## config.mk

```make
export PLATFORM = sky130hd
export DESIGN_NAME = fwes_sequencer
export DESIGN_NICKNAME = d
export VERILOG_FILES = /design/src/fwes_pkg.sv /design/src/fwes_serializer.sv /design/src/fwes_sequencer.sv
export VERILOG_INCLUDE_DIRS = /design/src
export SDC_FILE = /design/constraint.sdc
export NUM_CORES = 1
export LEC_CHECK = 0
export ABC_AREA = 1
export BUFFER_PORTS_ARGS = -buffer_cell sky130_fd_sc_hd__buf_2
export CAP_MARGIN = 5
export CORE_ASPECT_RATIO = 0.8
export CORE_MARGIN = 10
export CORE_UTILIZATION = 50
export CTS_CLUSTER_DIAMETER = 100
export DETAILED_ROUTE_END_ITERATION = 10
export PLACE_DENSITY = 0.74
export SLEW_MARGIN = 20
export SYNTH_ARGS = -nofsm -noshare
export SYNTH_HDL_FRONTEND = slang
export SYNTH_SLANG_ARGS = --single-unit
```

## constraint.sdc

```tcl
create_clock -name ref_clk_in -period 4.9 [get_ports ref_clk_in]
set_input_delay 0.735 -clock ref_clk_in [delete_from_list [all_inputs] [get_ports ref_clk_in]]
set_output_delay 0.735 -clock ref_clk_in [all_outputs]
set_load 0.01 [all_outputs]
```

## src/fwes_map.svh

```systemverilog
// Constants for the filter wheel exposure sequencer.
`ifndef FWES_MAP_SVH
`define FWES_MAP_SVH
`define FWES_FILTER_HOME 2'h0
`define FWES_FILTER_RED 2'h1
`define FWES_FILTER_GREEN 2'h2
`define FWES_FILTER_BLUE 2'h3
`define FWES_SENSE_NONE 2'h0
`define FWES_SENSE_SINGLE 2'h1
`define FWES_SENSE_DOUBLE 2'h2
`define FWES_STEP_PERIOD_US 1000
`define FWES_CLK_MHZ 250
`define FWES_STEP_CYCLES (`FWES_STEP_PERIOD_US * `FWES_CLK_MHZ)
`define FWES_PAIR_WINDOW_NS 40000
`define FWES_PAIR_CYCLES (`FWES_PAIR_WINDOW_NS / 4)
`define FWES_PHASE_INIT 4'h1
`endif

```

## src/fwes_pkg.sv

```systemverilog
// Types for the filter wheel exposure sequencer.
package fwes_pkg;
  typedef enum logic [6:0] {
    FWES_ST_INIT = 7'b000_0001,
    FWES_ST_IDLE = 7'b000_0010,
    FWES_ST_HOME = 7'b000_0100,
    FWES_ST_SEEK = 7'b000_1000,
    FWES_ST_LOAD = 7'b001_0000,
    FWES_ST_SHIFT = 7'b010_0000,
    FWES_ST_DARK = 7'b100_0000
  } fwes_state_t;
endpackage : fwes_pkg

```

## src/fwes_serializer.sv

```systemverilog
// Word latch and shift register that turns image words into serial video.
`timescale 1ns/1ps
module fwes_serializer #(
  parameter int WIDTH = 16
) (
  input wire logic ref_clk_in,
  input wire logic reset_n_in,
  input wire logic load_in,
  input wire logic shift_in,
  input wire logic [WIDTH-1:0] word_in,
  output logic bit_out,
  output logic empty_out
);
  typedef struct packed {
    logic [WIDTH-1:0] shreg;
    logic [$clog2(WIDTH+1)-1:0] left;
  } fwes_ser_t;
  fwes_ser_t st;
  fwes_ser_t next_st;

  // Load latches a word; each shift sends the most significant bit first.
  always_comb begin
    next_st = st;
    if (load_in) begin
      next_st.shreg = word_in;
      next_st.left = ($clog2(WIDTH+1))'(WIDTH);
    end else if (shift_in && st.left != '0) begin
      next_st.shreg = {st.shreg[WIDTH-2:0], 1'b0};
      next_st.left = st.left - 1'b1;
    end
  end

  // State register.
  always_ff @(posedge ref_clk_in or negedge reset_n_in) begin
    if (!reset_n_in) begin
      st <= '0;
    end else begin
      st <= next_st;
    end
  end

  assign bit_out = st.shreg[WIDTH-1];
  assign empty_out = (st.left == '0);
endmodule : fwes_serializer

```

## src/fwes_sequencer.sv

```systemverilog
// Filter wheel exposure sequencer: wheel positioning and video gating.
`timescale 1ns/1ps
`include "fwes_map.svh"
module fwes_sequencer #(
  parameter int WORD_WIDTH = 16,
  parameter int STEP_CYCLES = `FWES_STEP_CYCLES,
  parameter int PAIR_CYCLES = `FWES_PAIR_CYCLES
) (
  input wire logic ref_clk_in,
  input wire logic reset_n_in,
  input wire logic cmd_valid_in,
  input wire logic [1:0] cmd_filter_in,
  input wire logic full_colour_in,
  input wire logic [15:0] words_per_exposure_in,
  input wire logic [WORD_WIDTH-1:0] image_word_in,
  input wire logic wheel_position_pulse,
  output logic cmd_ready_out,
  output logic image_word_req_out,
  output logic [3:0] motor_phase_out,
  output logic video_out,
  output logic video_enable_out,
  output logic [1:0] current_filter_out,
  output logic [1:0] position_sense_out,
  output logic exposure_done_out
);
  localparam int SW = $clog2(STEP_CYCLES + 1);
  localparam int PW = $clog2(PAIR_CYCLES + 1);

  typedef struct packed {
    fwes_pkg::fwes_state_t state;
    logic [1:0] sync;
    logic pulse_prev;
    logic [SW-1:0] step_cnt;
    logic [3:0] phase;
    logic [PW-1:0] pair_cnt;
    logic pair_open;
    logic [1:0] sense;
    logic sense_valid;
    logic [1:0] cur;
    logic [1:0] target;
    logic auto_seq;
    logic [15:0] words_left;
    logic word_req;
    logic video;
    logic video_en;
    logic ready;
    logic done;
  } fwes_seq_t;

  fwes_seq_t st;
  fwes_seq_t next_st;
  logic ser_bit;
  logic ser_empty;
  logic ser_load;
  logic ser_shift;
  logic rise;
  logic step_tick;
  logic driving;

  assign rise = st.sync[1] && !st.pulse_prev;
  assign step_tick = (st.step_cnt == SW'(STEP_CYCLES - 1));
  assign driving = (st.state == fwes_pkg::FWES_ST_INIT) ||
                   (st.state == fwes_pkg::FWES_ST_HOME) ||
                   (st.state == fwes_pkg::FWES_ST_SEEK);
  assign ser_load = (st.state == fwes_pkg::FWES_ST_LOAD);
  assign ser_shift = (st.state == fwes_pkg::FWES_ST_SHIFT);

  // Latch and serialize each image word.
  fwes_serializer #(
    .WIDTH(WORD_WIDTH)
  ) u_ser (
    .ref_clk_in(ref_clk_in),
    .reset_n_in(reset_n_in),
    .load_in(ser_load),
    .shift_in(ser_shift),
    .word_in(image_word_in),
    .bit_out(ser_bit),
    .empty_out(ser_empty)
  );

  // Next-state logic for sensing, stepping and exposure.
  always_comb begin
    next_st = st;
    next_st.sync = {st.sync[0], wheel_position_pulse};
    next_st.pulse_prev = st.sync[1];
    next_st.sense_valid = 1'b0;
    next_st.word_req = 1'b0;
    next_st.done = 1'b0;
    // One pulse opens a window; a second inside it means home.
    if (st.pair_open) begin
      if (rise) begin
        next_st.sense = `FWES_SENSE_DOUBLE;
        next_st.sense_valid = 1'b1;
        next_st.pair_open = 1'b0;
      end else if (st.pair_cnt == PW'(PAIR_CYCLES - 1)) begin
        next_st.sense = `FWES_SENSE_SINGLE;
        next_st.sense_valid = 1'b1;
        next_st.pair_open = 1'b0;
      end else begin
        next_st.pair_cnt = st.pair_cnt + 1'b1;
      end
    end else if (rise) begin
      next_st.pair_open = 1'b1;
      next_st.pair_cnt = '0;
    end
    // Track wheel position from decoded sense.
    if (st.sense_valid) begin
      if (st.sense == `FWES_SENSE_DOUBLE) begin
        next_st.cur = `FWES_FILTER_HOME;
      end else begin
        next_st.cur = st.cur + 1'b1;
      end
    end
    // Step divider and clockwise-only phase rotation.
    if (driving) begin
      next_st.step_cnt = step_tick ? '0 : st.step_cnt + 1'b1;
      if (step_tick) begin
        next_st.phase = {st.phase[2:0], st.phase[3]};
      end
    end else begin
      next_st.step_cnt = '0;
    end
    next_st.video_en = 1'b0;
    next_st.video = 1'b0;
    next_st.ready = 1'b0;
    case (st.state)
      fwes_pkg::FWES_ST_INIT: begin
        if (st.sense_valid && st.sense == `FWES_SENSE_DOUBLE) begin
          next_st.state = fwes_pkg::FWES_ST_IDLE;
          next_st.phase = st.phase;
          next_st.ready = 1'b1;
        end
      end
      fwes_pkg::FWES_ST_IDLE: begin
        next_st.ready = 1'b1;
        if (cmd_valid_in && st.ready) begin
          next_st.ready = 1'b0;
          next_st.auto_seq = full_colour_in;
          next_st.target = full_colour_in ? `FWES_FILTER_RED :
                           cmd_filter_in;
          if ((full_colour_in ? `FWES_FILTER_RED : cmd_filter_in) <
              st.cur) begin
            next_st.state = fwes_pkg::FWES_ST_HOME;
          end else begin
            next_st.state = fwes_pkg::FWES_ST_SEEK;
          end
        end
      end
      fwes_pkg::FWES_ST_HOME: begin
        if (st.sense_valid && st.sense == `FWES_SENSE_DOUBLE) begin
          next_st.state = fwes_pkg::FWES_ST_SEEK;
        end
      end
      fwes_pkg::FWES_ST_SEEK: begin
        if (st.cur == st.target && !st.pair_open) begin
          next_st.state = fwes_pkg::FWES_ST_LOAD;
          // A step due on this same edge is dropped so the wheel halts here.
          next_st.phase = st.phase;
          next_st.step_cnt = '0;
          next_st.words_left = words_per_exposure_in;
          next_st.word_req = 1'b1;
        end
      end
      fwes_pkg::FWES_ST_LOAD: begin
        // Video stays dark while the word is latched; shifting shows it.
        next_st.state = fwes_pkg::FWES_ST_SHIFT;
      end
      fwes_pkg::FWES_ST_SHIFT: begin
        next_st.video_en = 1'b1;
        next_st.video = ser_bit;
        if (ser_empty || st.words_left == 16'h0000) begin
          next_st.video_en = 1'b0;
          next_st.video = 1'b0;
          if (st.words_left > 16'h0001) begin
            next_st.words_left = st.words_left - 1'b1;
            next_st.word_req = 1'b1;
            next_st.state = fwes_pkg::FWES_ST_LOAD;
          end else begin
            next_st.state = fwes_pkg::FWES_ST_DARK;
          end
        end
      end
      fwes_pkg::FWES_ST_DARK: begin
        next_st.done = 1'b1;
        if (st.auto_seq && st.target != `FWES_FILTER_BLUE) begin
          next_st.target = st.target + 1'b1;
          next_st.state = fwes_pkg::FWES_ST_SEEK;
        end else begin
          next_st.state = fwes_pkg::FWES_ST_IDLE;
          next_st.ready = 1'b1;
        end
      end
      default: begin
        next_st.state = fwes_pkg::FWES_ST_INIT;
      end
    endcase
  end

  // State register.
  always_ff @(posedge ref_clk_in or negedge reset_n_in) begin
    if (!reset_n_in) begin
      st <= '0;
      st.state <= fwes_pkg::FWES_ST_INIT;
      st.phase <= `FWES_PHASE_INIT;
    end else begin
      st <= next_st;
    end
  end

  assign cmd_ready_out = st.ready;
  assign image_word_req_out = st.word_req;
  assign motor_phase_out = st.phase;
  assign video_out = st.video;
  assign video_enable_out = st.video_en;
  assign current_filter_out = st.cur;
  assign position_sense_out = st.sense;
  assign exposure_done_out = st.done;

  // Video is dark while the wheel is driven.
  chk_dark_moving: assert property (
    @(posedge ref_clk_in) disable iff (!reset_n_in)
    driving |=> !video_enable_out)
    else $error("Video enabled while wheel moving.");
  // Exposure starts only at the requested filter.
  chk_exposure_position: assert property (
    @(posedge ref_clk_in) disable iff (!reset_n_in)
    $rose(video_enable_out) |-> current_filter_out == st.target)
    else $error("Exposure started at wrong filter.");
  // Phases only rotate one way.
  chk_phase_cw: assert property (
    @(posedge ref_clk_in) disable iff (!reset_n_in)
    $changed(motor_phase_out) |->
      motor_phase_out == {$past(motor_phase_out[2:0]),
                          $past(motor_phase_out[3])})
    else $error("Motor phase stepped backwards.");
  // Double notch clears position.
  chk_home_clear: assert property (
    @(posedge ref_clk_in) disable iff (!reset_n_in)
    st.sense_valid && st.sense == `FWES_SENSE_DOUBLE |=>
      current_filter_out == `FWES_FILTER_HOME)
    else $error("Home not cleared position.");
  // Motor stops when matched.
  chk_stop_match: assert property (
    @(posedge ref_clk_in) disable iff (!reset_n_in)
    st.state == fwes_pkg::FWES_ST_LOAD |-> $stable(motor_phase_out))
    else $error("Stepping during exposure.");
  // Lower request goes via home.
  chk_lower_home: assert property (
    @(posedge ref_clk_in) disable iff (!reset_n_in)
    st.state == fwes_pkg::FWES_ST_IDLE && cmd_valid_in && st.ready &&
      !full_colour_in && cmd_filter_in < st.cur |=>
      st.state == fwes_pkg::FWES_ST_HOME)
    else $error("Lower request skipped home.");
  // No command taken before homing.
  chk_init_ready: assert property (
    @(posedge ref_clk_in) disable iff (!reset_n_in)
    st.state == fwes_pkg::FWES_ST_INIT |-> !cmd_ready_out)
    else $error("Ready before home found.");
  // Exposure end darkens video.
  chk_dark_end: assert property (
    @(posedge ref_clk_in) disable iff (!reset_n_in)
    st.state == fwes_pkg::FWES_ST_DARK |-> !video_enable_out)
    else $error("Video on after exposure.");
  // An accepted command drops ready on the next cycle.
  chk_ready_drop: assert property (
    @(posedge ref_clk_in) disable iff (!reset_n_in)
    st.state == fwes_pkg::FWES_ST_IDLE && cmd_valid_in && st.ready |=>
      !cmd_ready_out)
    else $error("Ready held after command taken.");
  // A request at or above the current filter steps straight forward.
  chk_higher_direct: assert property (
    @(posedge ref_clk_in) disable iff (!reset_n_in)
    st.state == fwes_pkg::FWES_ST_IDLE && cmd_valid_in && st.ready &&
      !full_colour_in && cmd_filter_in >= st.cur |=>
      st.state == fwes_pkg::FWES_ST_SEEK)
    else $error("Higher request went via home.");
  // A full colour run starts with red.
  chk_red_first: assert property (
    @(posedge ref_clk_in) disable iff (!reset_n_in)
    st.state == fwes_pkg::FWES_ST_IDLE && cmd_valid_in && st.ready &&
      full_colour_in |=> st.target == `FWES_FILTER_RED)
    else $error("Full colour run did not start with red.");
  // Each colour of a full run before blue is followed by the next one.
  chk_next_colour: assert property (
    @(posedge ref_clk_in) disable iff (!reset_n_in)
    st.state == fwes_pkg::FWES_ST_DARK && st.auto_seq &&
      st.target != `FWES_FILTER_BLUE |=>
      st.state == fwes_pkg::FWES_ST_SEEK &&
      st.target == $past(st.target) + 2'h1)
    else $error("Full colour run skipped a colour.");
  cov_home: cover property (@(posedge ref_clk_in)
    st.state == fwes_pkg::FWES_ST_HOME ##1
    st.state == fwes_pkg::FWES_ST_SEEK);
  cov_expose: cover property (@(posedge ref_clk_in) $rose(video_enable_out));
  cov_blue_done: cover property (@(posedge ref_clk_in)
    exposure_done_out && st.target == `FWES_FILTER_BLUE);
endmodule : fwes_sequencer

```

==> results.txt <==
* Run status: completed
- For this run, global-route usage on met1 was measured as 0.208.
- Crit path top cell by count: a21oi_1
- Total core area: 10900 um^2
* Cell with the largest stage delay on the worst path: inv_1
- Post-route minimum period: 2130 ps
- The number of nets in the synthesized netlist is 776.
- Measured along the y axis, the die boundary spans 115 um.
- For the final database, setup skew stands at 4.87 ps.
* Total congestion overflow: 0
- The tree is rooted in a clkbuf_16.
- In this run the most used layer during global routing was met2.
- Detailed Route WL: 12100 um
- Counting flops and latches in the post-synthesis netlist gives 97.
- Of all flip-flops after synthesis, the portion carrying an async set or reset was 1.00.
- Dominant cells by area after synthesis: dfrtp_1, nand2_1, nand3_1
- Half-perimeter wire length after detailed placement: 8820 um
- Count of buffer and inverter cells on the critical path: 1
- The detail route stage leaves a number of antenna-violating nets equal to 0.
- Critical R2R Launch: st[70]$_DFFE_PN0P_
* Data arrival, critical path: 2400 ps
* Startpoint of the worst hold path: next_st[68]$_DFF_PN0_
- Overall via count from detail_route: 4788
- At the later pin of the worst-skew pair, clock insertion delay measures 340 ps.
* Largest family of logic cells by synthesized area: simple AND/OR/NAND/NOR gates
- Most common library cells after synthesis: nand2_1, dfrtp_1, nor2_1
* Final count of pins violating max slew: 0
* Fraction of the mapped netlist area in simple logic gates: 0.372
- Gr usage total: 0.156
- Entering global routing, the biggest net connects 57 pins.
* Area share of fa/ha/maj cells after synthesis: 0.0156
* Most repeated cell in the gate-level netlist after synthesis: nand2_1
- Die outline area: 15900 um^2
* Maximum single-stage delay on the critical path: 660 ps
- The share of synthesized area in the top cell type comes to 0.424.
- For this design the ratio of total power to cell area is 329 nW/um^2.
* Hold Buf Count CTS: 0
- Cell accounting for the most synthesized area: dfrtp_1
- Avg Vias per Cell: 5.19
* Proportion of power drawn by flip-flops and latches: 0.462
- The first TritonRoute pass finished after 5 iterations.
- Synthesis instantiated 38 different standard cells from the library.
- Maximum level of the CTS H-tree: 3
- Class of the worst hold path: flop to flop
- Max capacitance violation total: 0
* Routability congestion estimate from global placement: 0.902
* Final-stage net count: 819
- In the global route stage, met3 resource usage came out at 0.0373.
* Overall die width: 138 um
- In the synthesized netlist, the number of instances is 730.
- Largest vdd supply drop: 223 uV
* Data required time at the worst endpoint: 5170 ps
- The hold violation total from the final report was 0.
- Reg2reg path depth: 5
* Post-layout total power: 2.04 mW
- Number of setup buffers added after CTS: 0
* Cell Rows: 34
- CTS tree: yes
- Number of violations reported at the end of detailed-routing iteration 0: 462
* Switching Share: 0.298
- Cell count of the worst hold path: 0
* Buffer depth of the longest clock path: 2
* Sequential cell area fraction in the yosys report: 0.433
- Layout cells sized above 1: 0.179
- Antenna Cells: 0
* Internal power contribution: 1.43 mW
- Endpoint of the most critical register-to-register path: u_ser.st[18]$_DFFE_PN0P_
- The critical path is of the flop to flop type.
- Multiplexer fraction of the synthesized cell area: 0
- Fraction of the cycle the final worst path needs: 0.434
* Cell leakage power: 2.90 nW
- In this run the mean area of a mapped cell was 7.68 um^2.
* CTS clock-pin slew for the worst setup and hold paths: 70 ps
- For this run, the leading register cell type out of synthesis is dfrtp_1.
- Fill cells in the final layout number 987.
* Wire length of the first global-routing pass: 21300 um
- Grt met2 use: 0.250
- STA classifies the critical path startpoint as a flop.
* Unrepaired setup endpoints after global routing: no
* Clock network fraction of design power: 0.371
* Total of buffers placed on input and output ports: 51
- Summed negative setup slack over all endpoints: 0 ps
- Of the total synthesized cell area, the portion taken by XOR and XNOR cells is 0.0391.
- Highest clock frequency the design can meet: 0.470 GHz
- The synthesized netlist occupies a cell area of 5610 um^2.
* Number of warnings issued by yosys: 0
- Num CTS Buffers: 9
* DR DRC count: 0
* Initial cell density of the core: 0.513
- Relative contribution of combinational cells to total power: 0.167
* Layout-stage area growth over the synthesis result: 10.8%
- Traced cell by cell, the critical path runs through nor2_1 > nand4_1 > inv_1 > a21oi_1 > a21oi_1.
* Kind of capture point of the worst setup path: flop
- The number of antenna violations at the first check in global routing came to 0.
- Kind of cell adding the most delay to the critical path: simple AND/OR/NAND/NOR gates
* Hold Path End: next_st[66]$_DFF_PN0_
- Final number of setup-violating endpoints: 0
- Crit Path Max Fanout: 18
- At the pin with the least slew margin, the transition time is 853 ps.
- Routed wirelength normalized by instance count: 13.1 um
- Worst-case headroom to the max-slew limit: 0.428
- For this design, the sink count on the clock tree is 97.
- Count of boundary I/O pins: 52
- Setup slack on the worst reg-to-reg path comes out at 2770 ps.
- Via count of the first global-routing pass: 4659
* Reported net switching power: 609 uW
* Number of enable flip-flop cells after synthesis: 0
* # resized after CTS: 0
- Compound-cell area share of the yosys netlist: 0.0560
[flip-flops by register name, indices dropped and copies added (netlist names), 2 cells and up]
signal / flops
current_filter_out: 2
motor_phase_out: 4
next_st: 2
position_sense_out: 2
st: 61
u_ser.st: 20
[through the flow]
| step | instances | hold WS [ps] | setup slack [ps] | util | area [um^2] |
|---|---|---|---|---|---|
| 3_5_place_dp | 906 | 336 | 2790 | 0.539 | 5890 |
| 2_1_floorplan | 730 | 331 | 3290 | - | 5610 |
| 5_1_grt | 922 | 371 | 2570 | 0.568 | 6210 |
| 4_1_cts | 922 | 351 | 2770 | 0.568 | 6210 |
| 6_report | 922 | 348 | 2770 | 0.568 | 6210 |
| 3_3_place_gp | 906 | 334 | 2890 | 0.539 | 5890 |
[power groups by stage]
stage	registers [mW]	logic (mW)	clock network (mW)
after floorplan	0.932	0.277	0
after global placement	0.951	0.328	0
after detailed placement	0.954	0.340	0
after CTS	0.941	0.344	0.778
after global routing	0.954	0.393	0.806
final	0.943	0.341	0.758
[routing by layer]
metal	up-vias	part of all wire	wire, um
li1	2383	-	-
met1	2267	0.49	5970
met2	120	0.45	5470
met3	18	0.043	525
met4	0	0.011	136
met5	-	0	0
[worst max path at each step]
stage	startpoint	endpoint	slack, ps	cells past startpoint
floorplan	st[5]$_DFFE_PN0P_	st[13]$_DFFE_PN0P_	3290	10
global placement	st[72]$_DFFE_PN0P_	u_ser.st[15]$_DFFE_PN0P_	2890	5
detailed placement	st[72]$_DFFE_PN0P_	u_ser.st[18]$_DFFE_PN0P_	2790	5
CTS	st[70]$_DFFE_PN0P_	u_ser.st[18]$_DFFE_PN0P_	2770	5
global route	st[72]$_DFFE_PN0P_	u_ser.st[8]$_DFFE_PN0P_	2570	5
finish	st[70]$_DFFE_PN0P_	u_ser.st[18]$_DFFE_PN0P_	2770	5
[layout by cell type, fill, tap and decap left out, drive strengths merged, types with 2 or more instances in the layout]
| master | n |
|---|---|
| o21ai | 28 |
| clkinvlp | 2 |
| clkbuf | 10 |
| nor2 | 112 |
| dfrtp | 95 |
| inv | 78 |
| nand4 | 12 |
| clkinv | 3 |
| nor3 | 7 |
| nand2 | 225 |
| buf | 52 |
| o22ai | 2 |
| dfstp | 2 |
| xor2 | 16 |
| xnor2 | 9 |
| or2 | 3 |
| nand3 | 86 |
| o211ai | 4 |
| a21oi | 18 |
| ha | 7 |
| bufinv | 2 |
[logic make-up after synthesis]
family / after synthesis
and+or+nand+nor: 446
buffers and inverters: 99
DFF: 97
AOI/OAI and AO/OA: 56
xor gates and xnor gates: 25
adders and majority gates: 7
[area by class of cell]
| type | count | area, um^2 | area share |
|---|---|---|---|
| multi-input cells | 534 | 2710 | 0.436 |
| flip-flops and latches | 97 | 2430 | 0.391 |
| inverters | 79 | 304 | 0.0490 |
| repair buffers | 52 | 265 | 0.0427 |
| clock buffers | 10 | 229 | 0.0369 |
| well taps | 144 | 180 | 0.0290 |
| clock inverters | 6 | 92.6 | 0.0149 |
No activity file was read; power rests on OpenSTA's default activity.
